### src/verilog/icss_consts.svh
// character codes, field positions and counts of the call signal sequencer
`ifndef ICSS_CONSTS_SVH
`define ICSS_CONSTS_SVH

`define ICSS_CHAR_W 8
`define ICSS_CH_DIGIT_HI 4'h3
`define ICSS_CH_PROG 8'h3a
`define ICSS_CH_NETID 8'h3b
`define ICSS_CH_TERM12 8'h3c
`define ICSS_CH_GO 8'h3d
`define ICSS_CH_CLEAR 8'h3f
`define ICSS_CH_END_SEL 8'h2b
`define ICSS_CODE_DIGITS 4
`define ICSS_CC_DIGITS 3
`define ICSS_NET_DIGIT_LSB 0
`define ICSS_PROG_LAST_IDX 2
`define ICSS_MAX_DIGITS 15
`define ICSS_BITS_PER_CHAR 4'h8

`endif

### src/verilog/icss_pkg.sv
// types and the digit encoder shared by the call signal sequencer
`default_nettype none
package icss_pkg;
    typedef logic [7:0] icss_char_t;
    typedef enum logic [2:0] {
        SEG_SEL, SEG_NETID, SEG_CALLED, SEG_CALLING, SEG_PROG, SEG_GO,
        SEG_CLEAR
    } icss_seg_e;
    typedef enum logic [3:0] {
        ST_IDLE, ST_SEL, ST_NETID, ST_PROG1, ST_CALLED, ST_CALLING,
        ST_WAIT, ST_GO, ST_PROGC, ST_CLEAR, ST_THRU
    } icss_state_e;

    function automatic icss_char_t dchar(input logic [3:0] d);
        return {4'h3, d};
    endfunction
endpackage
`default_nettype wire

### src/verilog/icss_char_sel.sv
// picks the character for a given sequence segment and position
`include "icss_consts.svh"
`default_nettype none
module icss_char_sel #(
    parameter int MAXD = `ICSS_MAX_DIGITS,
    parameter int IW = $clog2(MAXD + 5)
) (
    // position
    input wire icss_pkg::icss_seg_e i_seg,
    input wire logic [IW-1:0] i_idx,
    // call data
    input wire logic [15:0] i_net_code,
    input wire logic i_suppress_cc,
    input wire logic i_called_avail,
    input wire logic [IW-1:0] i_called_len,
    input wire logic [4*MAXD-1:0] i_called_num,
    input wire logic i_calling_avail,
    input wire logic [IW-1:0] i_calling_len,
    input wire logic [4*MAXD-1:0] i_calling_num,
    input wire logic [7:0] i_prog_num,
    // result
    output logic [7:0] o_char,
    output logic o_last
);
    // digit j of a number, most significant first; beyond MAXD reads 0
    function automatic logic [3:0] pick(input logic [4*MAXD-1:0] v,
                                        input logic [IW:0] j);
        logic [3:0] r;
        r = 4'h0;
        for (int k = 0; k < MAXD; k++) begin
            if (j == (IW+1)'(k)) begin
                r = v[4*(MAXD-1-k) +: 4];
            end
        end
        return r;
    endfunction

    function automatic logic [3:0] code_dig(input logic [15:0] c,
                                            input logic [1:0] k);
        return c[4*(3-k) +: 4];
    endfunction

    logic [IW:0] ix;
    logic [IW:0] ncode;
    logic [IW:0] nlen;
    logic [IW:0] rel;
    logic [4*MAXD-1:0] num;

    always_comb begin
        ix = {1'b0, i_idx};
        ncode = (IW+1)'(`ICSS_CODE_DIGITS);
        nlen = {1'b0, i_called_len};
        rel = ix - ncode;
        num = i_called_num;
        o_char = `ICSS_CH_CLEAR;
        o_last = 1'b0;
        case (i_seg)
            icss_pkg::SEG_SEL: begin
                // terminal call may drop the country part
                if (i_suppress_cc) begin
                    ncode = (IW+1)'(1);
                end
                rel = ix - ncode;
                if (ix < ncode) begin
                    o_char = icss_pkg::dchar(i_suppress_cc ?
                        i_net_code[`ICSS_NET_DIGIT_LSB +: 4] :
                        code_dig(i_net_code, ix[1:0]));
                end else if (ix < ncode + nlen) begin
                    o_char = icss_pkg::dchar(pick(num, rel));
                end else begin
                    o_char = `ICSS_CH_END_SEL;
                    o_last = 1'b1;
                end
            end
            icss_pkg::SEG_NETID: begin
                rel = ix - (IW+1)'(1);
                if (ix == '0) begin
                    o_char = `ICSS_CH_NETID;
                end else begin
                    o_char = icss_pkg::dchar(code_dig(i_net_code, rel[1:0]));
                end
                o_last = (ix == ncode);
            end
            icss_pkg::SEG_CALLED, icss_pkg::SEG_CALLING: begin
                if (i_seg == icss_pkg::SEG_CALLING) begin
                    num = i_calling_num;
                    nlen = i_calling_avail ? {1'b0, i_calling_len} : '0;
                end
                if (i_seg == icss_pkg::SEG_CALLED && !i_called_avail) begin
                    o_char = `ICSS_CH_TERM12;
                    o_last = 1'b1;
                end else if (ix < ncode) begin
                    o_char = icss_pkg::dchar(code_dig(i_net_code, ix[1:0]));
                end else if (ix < ncode + nlen) begin
                    o_char = icss_pkg::dchar(pick(num, rel));
                end else begin
                    o_char = `ICSS_CH_TERM12;
                    o_last = 1'b1;
                end
            end
            icss_pkg::SEG_PROG: begin
                if (ix == '0) begin
                    o_char = `ICSS_CH_PROG;
                end else if (ix == (IW+1)'(1)) begin
                    o_char = icss_pkg::dchar(i_prog_num[7:4]);
                end else begin
                    o_char = icss_pkg::dchar(i_prog_num[3:0]);
                    o_last = 1'b1;
                end
            end
            icss_pkg::SEG_GO: begin
                o_char = `ICSS_CH_GO;
                o_last = 1'b1;
            end
            default: begin
                o_char = `ICSS_CH_CLEAR;
                o_last = 1'b1;
            end
        endcase
    end
endmodule // icss_char_sel
`default_nettype wire

### src/verilog/icss_link_mux.sv
// serialises signalling characters onto the shared user data path
`include "icss_consts.svh"
`default_nettype none
module icss_link_mux (
    // clock and reset
    input wire logic i_sys_clk,
    input wire logic i_nrst,
    input wire logic i_ce,
    // character side
    input wire logic i_load,
    input wire logic [7:0] i_char,
    output logic o_ready,
    // link side
    input wire logic i_user_bit,
    output logic o_link_bit,
    output logic o_link_sig
);
    logic [7:0] sh_q, sh_d;
    logic [3:0] cnt_q, cnt_d;
    logic bit_q, bit_d;
    logic sig_q, sig_d;

    // ready one bit early so back-to-back characters leave no gap
    assign o_ready = (cnt_q == 4'h0) || (cnt_q == 4'h1);
    assign o_link_bit = bit_q;
    assign o_link_sig = sig_q;

    always_comb begin
        sh_d = sh_q;
        cnt_d = cnt_q;
        // one bit per enabled clock: the link's full rate
        if (cnt_q != 4'h0) begin
            bit_d = sh_q[0];
            sig_d = 1'b1;
            sh_d = {1'b0, sh_q[7:1]};
            cnt_d = cnt_q - 4'h1;
        end else begin
            bit_d = i_user_bit; // same path as user data
            sig_d = 1'b0;
        end
        if (i_load && o_ready) begin
            sh_d = i_char;
            cnt_d = `ICSS_BITS_PER_CHAR;
        end
    end

    always_ff @(posedge i_sys_clk or negedge i_nrst) begin
        if (!i_nrst) begin
            sh_q <= 8'h00;
            cnt_q <= 4'h0;
            bit_q <= 1'b0;
            sig_q <= 1'b0;
        end else if (i_ce) begin
            sh_q <= sh_d;
            cnt_q <= cnt_d;
            bit_q <= bit_d;
            sig_q <= sig_d;
        end
    end
endmodule // icss_link_mux
`default_nettype wire

### src/verilog/icss_sequencer.sv
// call control signal sequencer: builds, orders and sends call signals
// Function
// progress signal is marker plus two digits
// calling identity: code, digits, terminator 12
// called identity likewise, else terminator alone
// go signal after accept, optionally line free
// cleared call: progress before or after called
// cleared while waiting: progress then clearing
// signalling bits at the link's full rate
// signalling and user data share one path
// each link's signalling built afresh here
// send network code; terminal may drop country
// selection sent as one contiguous block
// start onward selection without delay
// network code is four digits, country three
// network identity is marker plus network code
// reset returns idle, drops partial sequence
// digits go most significant first, one slot
`include "icss_consts.svh"
`default_nettype none
module icss_sequencer #(
    parameter int MAXD = `ICSS_MAX_DIGITS,
    parameter int IW = $clog2(MAXD + 5)
) (
    // clock, reset, enable
    input wire logic i_sys_clk,
    input wire logic i_nrst,
    input wire logic i_ce,
    // call request and options
    input wire logic i_call_req,
    input wire logic i_suppress_cc,
    input wire logic i_called_req,
    input wire logic i_calling_req,
    input wire logic i_called_avail,
    input wire logic i_calling_avail,
    input wire logic i_prog_before,
    input wire logic i_early_go,
    // identities
    input wire logic [15:0] i_net_code,
    input wire logic [IW-1:0] i_called_len,
    input wire logic [4*MAXD-1:0] i_called_num,
    input wire logic [IW-1:0] i_calling_len,
    input wire logic [4*MAXD-1:0] i_calling_num,
    // call events
    input wire logic i_line_free,
    input wire logic i_call_accepted,
    input wire logic i_clear_req,
    input wire logic [7:0] i_prog_num,
    // link
    input wire logic i_user_bit,
    output logic o_link_bit,
    output logic o_link_sig,
    // status
    output logic o_busy,
    output logic o_through
);
    generate
        if (MAXD < 1 || MAXD > 24 || (1 << IW) <= MAXD + 4) begin : g_bad
            $error("icss_sequencer: MAXD or IW out of range");
        end
    endgenerate

    icss_pkg::icss_state_e st_q, st_d;
    logic [IW-1:0] idx_q, idx_d;
    logic clr_q, clr_d;
    logic acc_q, acc_d;
    logic free_q, free_d;
    logic pdone_q, pdone_d;
    logic [7:0] prog_q, prog_d;
    logic sup_q, sup_d, cdr_q, cdr_d, cgr_q, cgr_d;
    logic cda_q, cda_d, cga_q, cga_d, bef_q, bef_d, early_q, early_d;
    logic [15:0] code_q, code_d;
    logic [IW-1:0] cdl_q, cdl_d, cgl_q, cgl_d;
    logic [4*MAXD-1:0] cdn_q, cdn_d, cgn_q, cgn_d;
    logic busy_q, busy_d, thr_q, thr_d;

    icss_pkg::icss_seg_e seg;
    logic emitting;
    logic ld;
    logic mux_rdy;
    logic [7:0] chr;
    logic last;

    assign o_busy = busy_q;
    assign o_through = thr_q;

    // characters are generated locally from the latched call data
    icss_char_sel #(.MAXD(MAXD), .IW(IW)) u_char (
        .i_seg(seg),
        .i_idx(idx_q),
        .i_net_code(code_q),
        .i_suppress_cc(sup_q),
        .i_called_avail(cda_q),
        .i_called_len(cdl_q),
        .i_called_num(cdn_q),
        .i_calling_avail(cga_q),
        .i_calling_len(cgl_q),
        .i_calling_num(cgn_q),
        .i_prog_num(prog_q),
        .o_char(chr),
        .o_last(last)
    );

    icss_link_mux u_mux (
        .i_sys_clk(i_sys_clk),
        .i_nrst(i_nrst),
        .i_ce(i_ce),
        .i_load(ld),
        .i_char(chr),
        .o_ready(mux_rdy),
        .i_user_bit(i_user_bit),
        .o_link_bit(o_link_bit),
        .o_link_sig(o_link_sig)
    );

    always_comb begin
        case (st_q)
            icss_pkg::ST_SEL: seg = icss_pkg::SEG_SEL;
            icss_pkg::ST_NETID: seg = icss_pkg::SEG_NETID;
            icss_pkg::ST_PROG1: seg = icss_pkg::SEG_PROG;
            icss_pkg::ST_PROGC: seg = icss_pkg::SEG_PROG;
            icss_pkg::ST_CALLED: seg = icss_pkg::SEG_CALLED;
            icss_pkg::ST_CALLING: seg = icss_pkg::SEG_CALLING;
            icss_pkg::ST_GO: seg = icss_pkg::SEG_GO;
            default: seg = icss_pkg::SEG_CLEAR;
        endcase
    end

    always_comb begin
        st_d = st_q;
        idx_d = idx_q;
        clr_d = clr_q;
        acc_d = acc_q;
        free_d = free_q;
        pdone_d = pdone_q;
        prog_d = prog_q;
        sup_d = sup_q;
        cdr_d = cdr_q;
        cgr_d = cgr_q;
        cda_d = cda_q;
        cga_d = cga_q;
        bef_d = bef_q;
        early_d = early_q;
        code_d = code_q;
        cdl_d = cdl_q;
        cgl_d = cgl_q;
        cdn_d = cdn_q;
        cgn_d = cgn_q;
        emitting = !(st_q == icss_pkg::ST_IDLE ||
                     st_q == icss_pkg::ST_WAIT ||
                     st_q == icss_pkg::ST_THRU);
        // a ready link is fed at once, so no gap opens in a block
        ld = emitting && mux_rdy;
        if (ld) begin
            if (last) begin
                idx_d = '0;
                case (st_q)
                    icss_pkg::ST_SEL: st_d = icss_pkg::ST_NETID;
                    icss_pkg::ST_NETID: begin
                        if (cdr_q) begin
                            st_d = (clr_q && bef_q) ? icss_pkg::ST_PROG1 :
                                                      icss_pkg::ST_CALLED;
                        end else if (clr_q) begin
                            st_d = icss_pkg::ST_PROGC;
                        end else begin
                            st_d = cgr_q ? icss_pkg::ST_CALLING :
                                           icss_pkg::ST_WAIT;
                        end
                    end
                    icss_pkg::ST_PROG1: begin
                        pdone_d = 1'b1;
                        st_d = icss_pkg::ST_CALLED;
                    end
                    icss_pkg::ST_CALLED: begin
                        if (clr_q) begin
                            st_d = pdone_q ? icss_pkg::ST_CLEAR :
                                             icss_pkg::ST_PROGC;
                        end else begin
                            st_d = cgr_q ? icss_pkg::ST_CALLING :
                                           icss_pkg::ST_WAIT;
                        end
                    end
                    icss_pkg::ST_CALLING: st_d = icss_pkg::ST_WAIT;
                    icss_pkg::ST_GO: st_d = icss_pkg::ST_THRU;
                    icss_pkg::ST_PROGC: st_d = icss_pkg::ST_CLEAR;
                    default: st_d = icss_pkg::ST_IDLE;
                endcase
            end else begin
                idx_d = idx_q + 1'b1;
            end
        end
        case (st_q)
            icss_pkg::ST_IDLE: begin
                if (i_call_req) begin
                    // selection starts on the very next cycle
                    st_d = icss_pkg::ST_SEL;
                    idx_d = '0;
                    clr_d = 1'b0;
                    acc_d = 1'b0;
                    free_d = 1'b0;
                    pdone_d = 1'b0;
                    sup_d = i_suppress_cc;
                    cdr_d = i_called_req;
                    cgr_d = i_calling_req;
                    cda_d = i_called_avail;
                    cga_d = i_calling_avail;
                    bef_d = i_prog_before;
                    early_d = i_early_go;
                    code_d = i_net_code;
                    cdl_d = i_called_len;
                    cgl_d = i_calling_len;
                    cdn_d = i_called_num;
                    cgn_d = i_calling_num;
                end
            end
            icss_pkg::ST_WAIT: begin
                if (clr_q) begin
                    st_d = icss_pkg::ST_PROGC;
                end else if (acc_q || (early_q && free_q)) begin
                    st_d = icss_pkg::ST_GO;
                end
            end
            icss_pkg::ST_THRU: begin
                if (clr_q) begin
                    st_d = icss_pkg::ST_CLEAR;
                end
            end
            default: begin
            end
        endcase
        // events are latched last so one arriving with a clear still counts
        if (st_q != icss_pkg::ST_IDLE) begin
            if (i_clear_req && !clr_q) begin
                clr_d = 1'b1;
                prog_d = i_prog_num;
            end
            if (i_call_accepted) begin
                acc_d = 1'b1;
            end
            if (i_line_free) begin
                free_d = 1'b1;
            end
        end
        busy_d = (st_d != icss_pkg::ST_IDLE);
        thr_d = (st_d == icss_pkg::ST_THRU);
    end

    // async reset drops any half-sent sequence and returns to idle
    always_ff @(posedge i_sys_clk or negedge i_nrst) begin
        if (!i_nrst) begin
            st_q <= icss_pkg::ST_IDLE;
            idx_q <= '0;
            clr_q <= 1'b0;
            acc_q <= 1'b0;
            free_q <= 1'b0;
            pdone_q <= 1'b0;
            prog_q <= 8'h00;
            sup_q <= 1'b0;
            cdr_q <= 1'b0;
            cgr_q <= 1'b0;
            cda_q <= 1'b0;
            cga_q <= 1'b0;
            bef_q <= 1'b0;
            early_q <= 1'b0;
            code_q <= 16'h0000;
            cdl_q <= '0;
            cgl_q <= '0;
            cdn_q <= '0;
            cgn_q <= '0;
            busy_q <= 1'b0;
            thr_q <= 1'b0;
        end else if (i_ce) begin
            st_q <= st_d;
            idx_q <= idx_d;
            clr_q <= clr_d;
            acc_q <= acc_d;
            free_q <= free_d;
            pdone_q <= pdone_d;
            prog_q <= prog_d;
            sup_q <= sup_d;
            cdr_q <= cdr_d;
            cgr_q <= cgr_d;
            cda_q <= cda_d;
            cga_q <= cga_d;
            bef_q <= bef_d;
            early_q <= early_d;
            code_q <= code_d;
            cdl_q <= cdl_d;
            cgl_q <= cgl_d;
            cdn_q <= cdn_d;
            cgn_q <= cgn_d;
            busy_q <= busy_d;
            thr_q <= thr_d;
        end
    end
endmodule // icss_sequencer
`default_nettype wire

### config.mk
export PLATFORM = sky130hd
export DESIGN_NAME = icss_sequencer
export DESIGN_NICKNAME = d
export VERILOG_FILES = /design/src/verilog/icss_pkg.sv /design/src/verilog/icss_char_sel.sv /design/src/verilog/icss_link_mux.sv /design/src/verilog/icss_sequencer.sv
export VERILOG_INCLUDE_DIRS = /design/src /design/src/verilog
export SDC_FILE = /design/constraint.sdc
export NUM_CORES = 1
export LEC_CHECK = 0
export BUFFER_PORTS_ARGS = -buffer_cell sky130_fd_sc_hd__buf_2
export CORE_MARGIN = 4
export CORE_UTILIZATION = 50
export DETAILED_ROUTE_END_ITERATION = 10
export PLACE_DENSITY = 0.68
export REMOVE_ABC_BUFFERS = 1
export SLEW_MARGIN = 5
export SYNTH_ARGS = -nofsm -noshare
export SYNTH_HDL_FRONTEND = slang
export SYNTH_HIERARCHICAL = 1
export SYNTH_SLANG_ARGS = --single-unit
### constraint.sdc
create_clock -name i_sys_clk -period 14.1 [get_ports i_sys_clk]
set_input_delay 0 -clock i_sys_clk [delete_from_list [all_inputs] [get_ports i_sys_clk]]
set_output_delay 0 -clock i_sys_clk [all_outputs]
set_load 0.05 [all_outputs]
==> flow_summary.ini <==
[sta]
rsz0062_at_grt = no
hold_viol = 0
slew_violations = 0
setup_viol_count_final = 0
worst_slew_pin_slew_ns = 1.253
relSlewSlack_pct = 16.47
fin_setup_tns_ns = 0
fin_crit_ns = 5.593
fin_worst_skew_ns = 0.01232
clock.fmax_mhz = 178.8
period_share_pct = 39.67

[clock_tree]
htreeDepth = 4
root_buffer = clkbuf_16
cts.sinks = 190
cts_setup_buffers = 0
cts_tree = done
ctsResizeCount = 0
clk_latency_ns = 0.44
clkTransAtPathRegs_ns = 0.07
cts_buffers = 17
clockBufferDepth = 2

[worst_setup_path]
worstSetupPathType = reg -> reg
cp.required_ns = 14.38
r2r_cells = 20
crit_arrival_ns = 5.87
reg2reg_to = o_busy
crit_start = st_q[1]
reg2reg_slack_ns = 8.51
r2r-start = st_q[1]
critical_path_peak_fanout = 68
critPathCaptureType = register
worstSetupStartpointType = register

[global_route]
grt_pass1_wl_mm = 57.69
grt_overflow_total = 0
antenna_found_initial = 0
grt_max_degree = 106
first_global_vias = 11127
grt_use_total_pct = 27.70

[final_layout]
finalNonFillerCells = 1984
nFillCells = 1900
nets = 1879
n_antenna_cell = 0
drive_gt1_share_pct = 16.01
synthToLayoutAreaGrowth_pct = 27.02

[routing]
postRouteAntennaNets = 0
drt-pass1-iter-count = 8
initialDrtViolationCount = 971
via_per_inst = 5.631
vias = 11171
wl_per_cell_um = 17.90
drc = 0
drt_wl_total_mm = 35.52

[floorplan]
coreArea_sq_um = 22640
dieArea_sq_um = 25460
die_h_um = 159.6
start_util_pct = 50.72
die_w_um = 159.6
num_rows = 55
io_pins = 173

[synth]
synth_top_area_cell = dfrtp_1
ys_types = 89
ys_warn_count = 6
syn_area_per_cell_sq_um = 8.144
synth_adder_area_share_pct = 2.615
synth-edff-count = 0
ys_seq_area_share_pct = 41.40
synth_top_family_by_area = simple AND/OR/NAND/NOR gates
synth_xor_area_share_pct = 0.9152
syn_area_sq_um = 11480
synthTopCellsByCount = nand2_1, dfrtp_1, nor2_1
synth_compound_area_share_pct = 14.02
synth_top_area_share_pct = 41.40
synth_flop_cell = dfrtp_1
ys_ff_latch = 190
yosys-top-cells-area = dfrtp_1, nand2_1, mux2i_1, ha_1, mux4_2
muxShareOfSynthArea_pct = 6.973
synthCells = 1410
synth.most_common_cell = nand2_1
synth-simple-area-share_pct = 28.97
synthArstFlopShare_pct = 100.0

[pwr]
power.switching_mw = 1.225
netSwitchingFraction_pct = 43.66
p_seq_share_pct = 38.0
ir_drop_mv = 0.08942
power_density_nw_per_um2 = 192.3
power.share.clock_pct = 17.7
p_leak_nw = 6.942
p_int_mw = 1.581
combPwrFrac_pct = 44.3

[hold_path]
hold_path_class = in -> reg
hold_end = st_q[0]
hold_depth = 3
hold_start = i_ce

[placed_design]
numPortBuffers = 172
dp_cells = 1786
routabilityCongestion = 0.9274
hpwl_mm = 23.42

[job]
cap_violations = 0

[run_status]
status = complete, no violations
[how the worst max path moves through the flow]
stage,endpoint,slack [ns],cells past startpoint
after floorplan,cdr_q,7.80,4
after global placement,o_busy,8.70,20
after detailed placement,o_busy,8.53,20
after CTS,o_busy,8.52,20
after global routing,o_busy,8.08,20
final,o_busy,8.51,20
[sequential cells by signal, summed over array words and instances, names as in the netlist, 4 cells and up]
name,cells
cdl_q,5
st_q,4
cdn_q,60
code_q,16
idx_q,5
prog_q,8
cgn_q,60
cgl_q,5
u_mux/sh_q,8
u_mux/cnt_q,4
[critical path, cell delays in order, from the launching register on]
cell and delay, ns:
dfrtp_1 0.74, and2b_1 0.27, nand2_1 0.07, a21oi_1 0.51, and3b_2 0.27, buf_4 0.66
mux2i_1 0.36, ha_1 0.28, inv_1 0.06, ha_1 0.23, a211o_1 0.26, o221ai_1 0.20
nor3_1 0.08, nor3_1 0.19, nand2_1 0.15, nand2_1 0.21, a311o_1 0.17, a211oi_1 0.06
o32a_1 0.33, nor2_1 0.17, a41oi_1 0.14
[cell type report]
cell class | count | area (sq um) | area share, %
Clock buffer | 19 | 452.9 | 3.105
Clock inverter | 13 | 145.1 | 0.9950
Inverter | 28 | 105.1 | 0.7205
Multi-Input combinational cell | 1102 | 6176 | 42.34
Sequential cell | 190 | 4755 | 32.60
Tap cell | 285 | 356.6 | 2.445
Timing Repair Buffer | 347 | 2596 | 17.80
[power by group through the flow]
stage                     clock, mW  combinational (mW)  sequential (mW)
final                         0.496                1.24             1.07
after global routing          0.526                1.38             1.10
after CTS                     0.503                1.22             1.06
after detailed placement          0                1.18             1.07
after global placement            0                1.15             1.07
after floorplan                   0               0.885            0.985
[repair_timing]
action / CTS / global route
hold endpoints to repair: 227 / 0
hold buffers: 166 / 0
endpoints found under the setup margin: 0 / 0
[placed cells by master, fill, tap and decap left out, drive strengths merged, types with 6 or more instances in the layout]
master       instances
a2111oi              6
nand4               18
and2                 9
or2                  7
mux2i               35
nor2                55
a22o                 6
dfrtp              190
a31oi               25
nand3               24
buf                181
xor2                 7
nor2b                8
mux2                16
o22ai               18
o21ai               38
a211oi              10
and3                 7
nand2              574
ha                  24
dlygate4sd3        166
mux4                12
nand2b              12
o211ai              14
o31ai               11
inv                 35
nor3                18
clkbuf              19
a21oi               47
[stage by stage]
stage	hold slack, ns	util [%]	area, sq um	setup WS [ns]	power (mW)
2_1_floorplan	-0.2956	-	11010	7.799	1.870
3_3_place_gp	0.01585	54.45	12330	8.702	2.221
3_5_place_dp	0.02437	54.45	12330	8.534	2.251
4_1_cts	0.03833	64.43	14590	8.521	2.792
5_1_grt	0.07901	64.43	14590	8.082	3.013
6_report	0.05242	64.43	14590	8.507	2.806
[cells by family after synthesis]
logic type / Yosys count
AO/OA/AOI/OAI: 229
flip-flops: 190
buffers and inverters: 119
multiplexers: 63
XOR/XNOR: 12
AND/OR/NAND/NOR: 771
other: 2
adder cells (fa/ha/maj): 24
[per-layer routing]
metal,track usage (%),vias to the layer above,routed length [um]
met2,47.04,415,17310
met1,36.89,5342,15530
met3,4.427,55,1959
met5,0,-,0
met4,7.929,0,714
li1,-,5359,-
(Power assumes the default switching activity.)
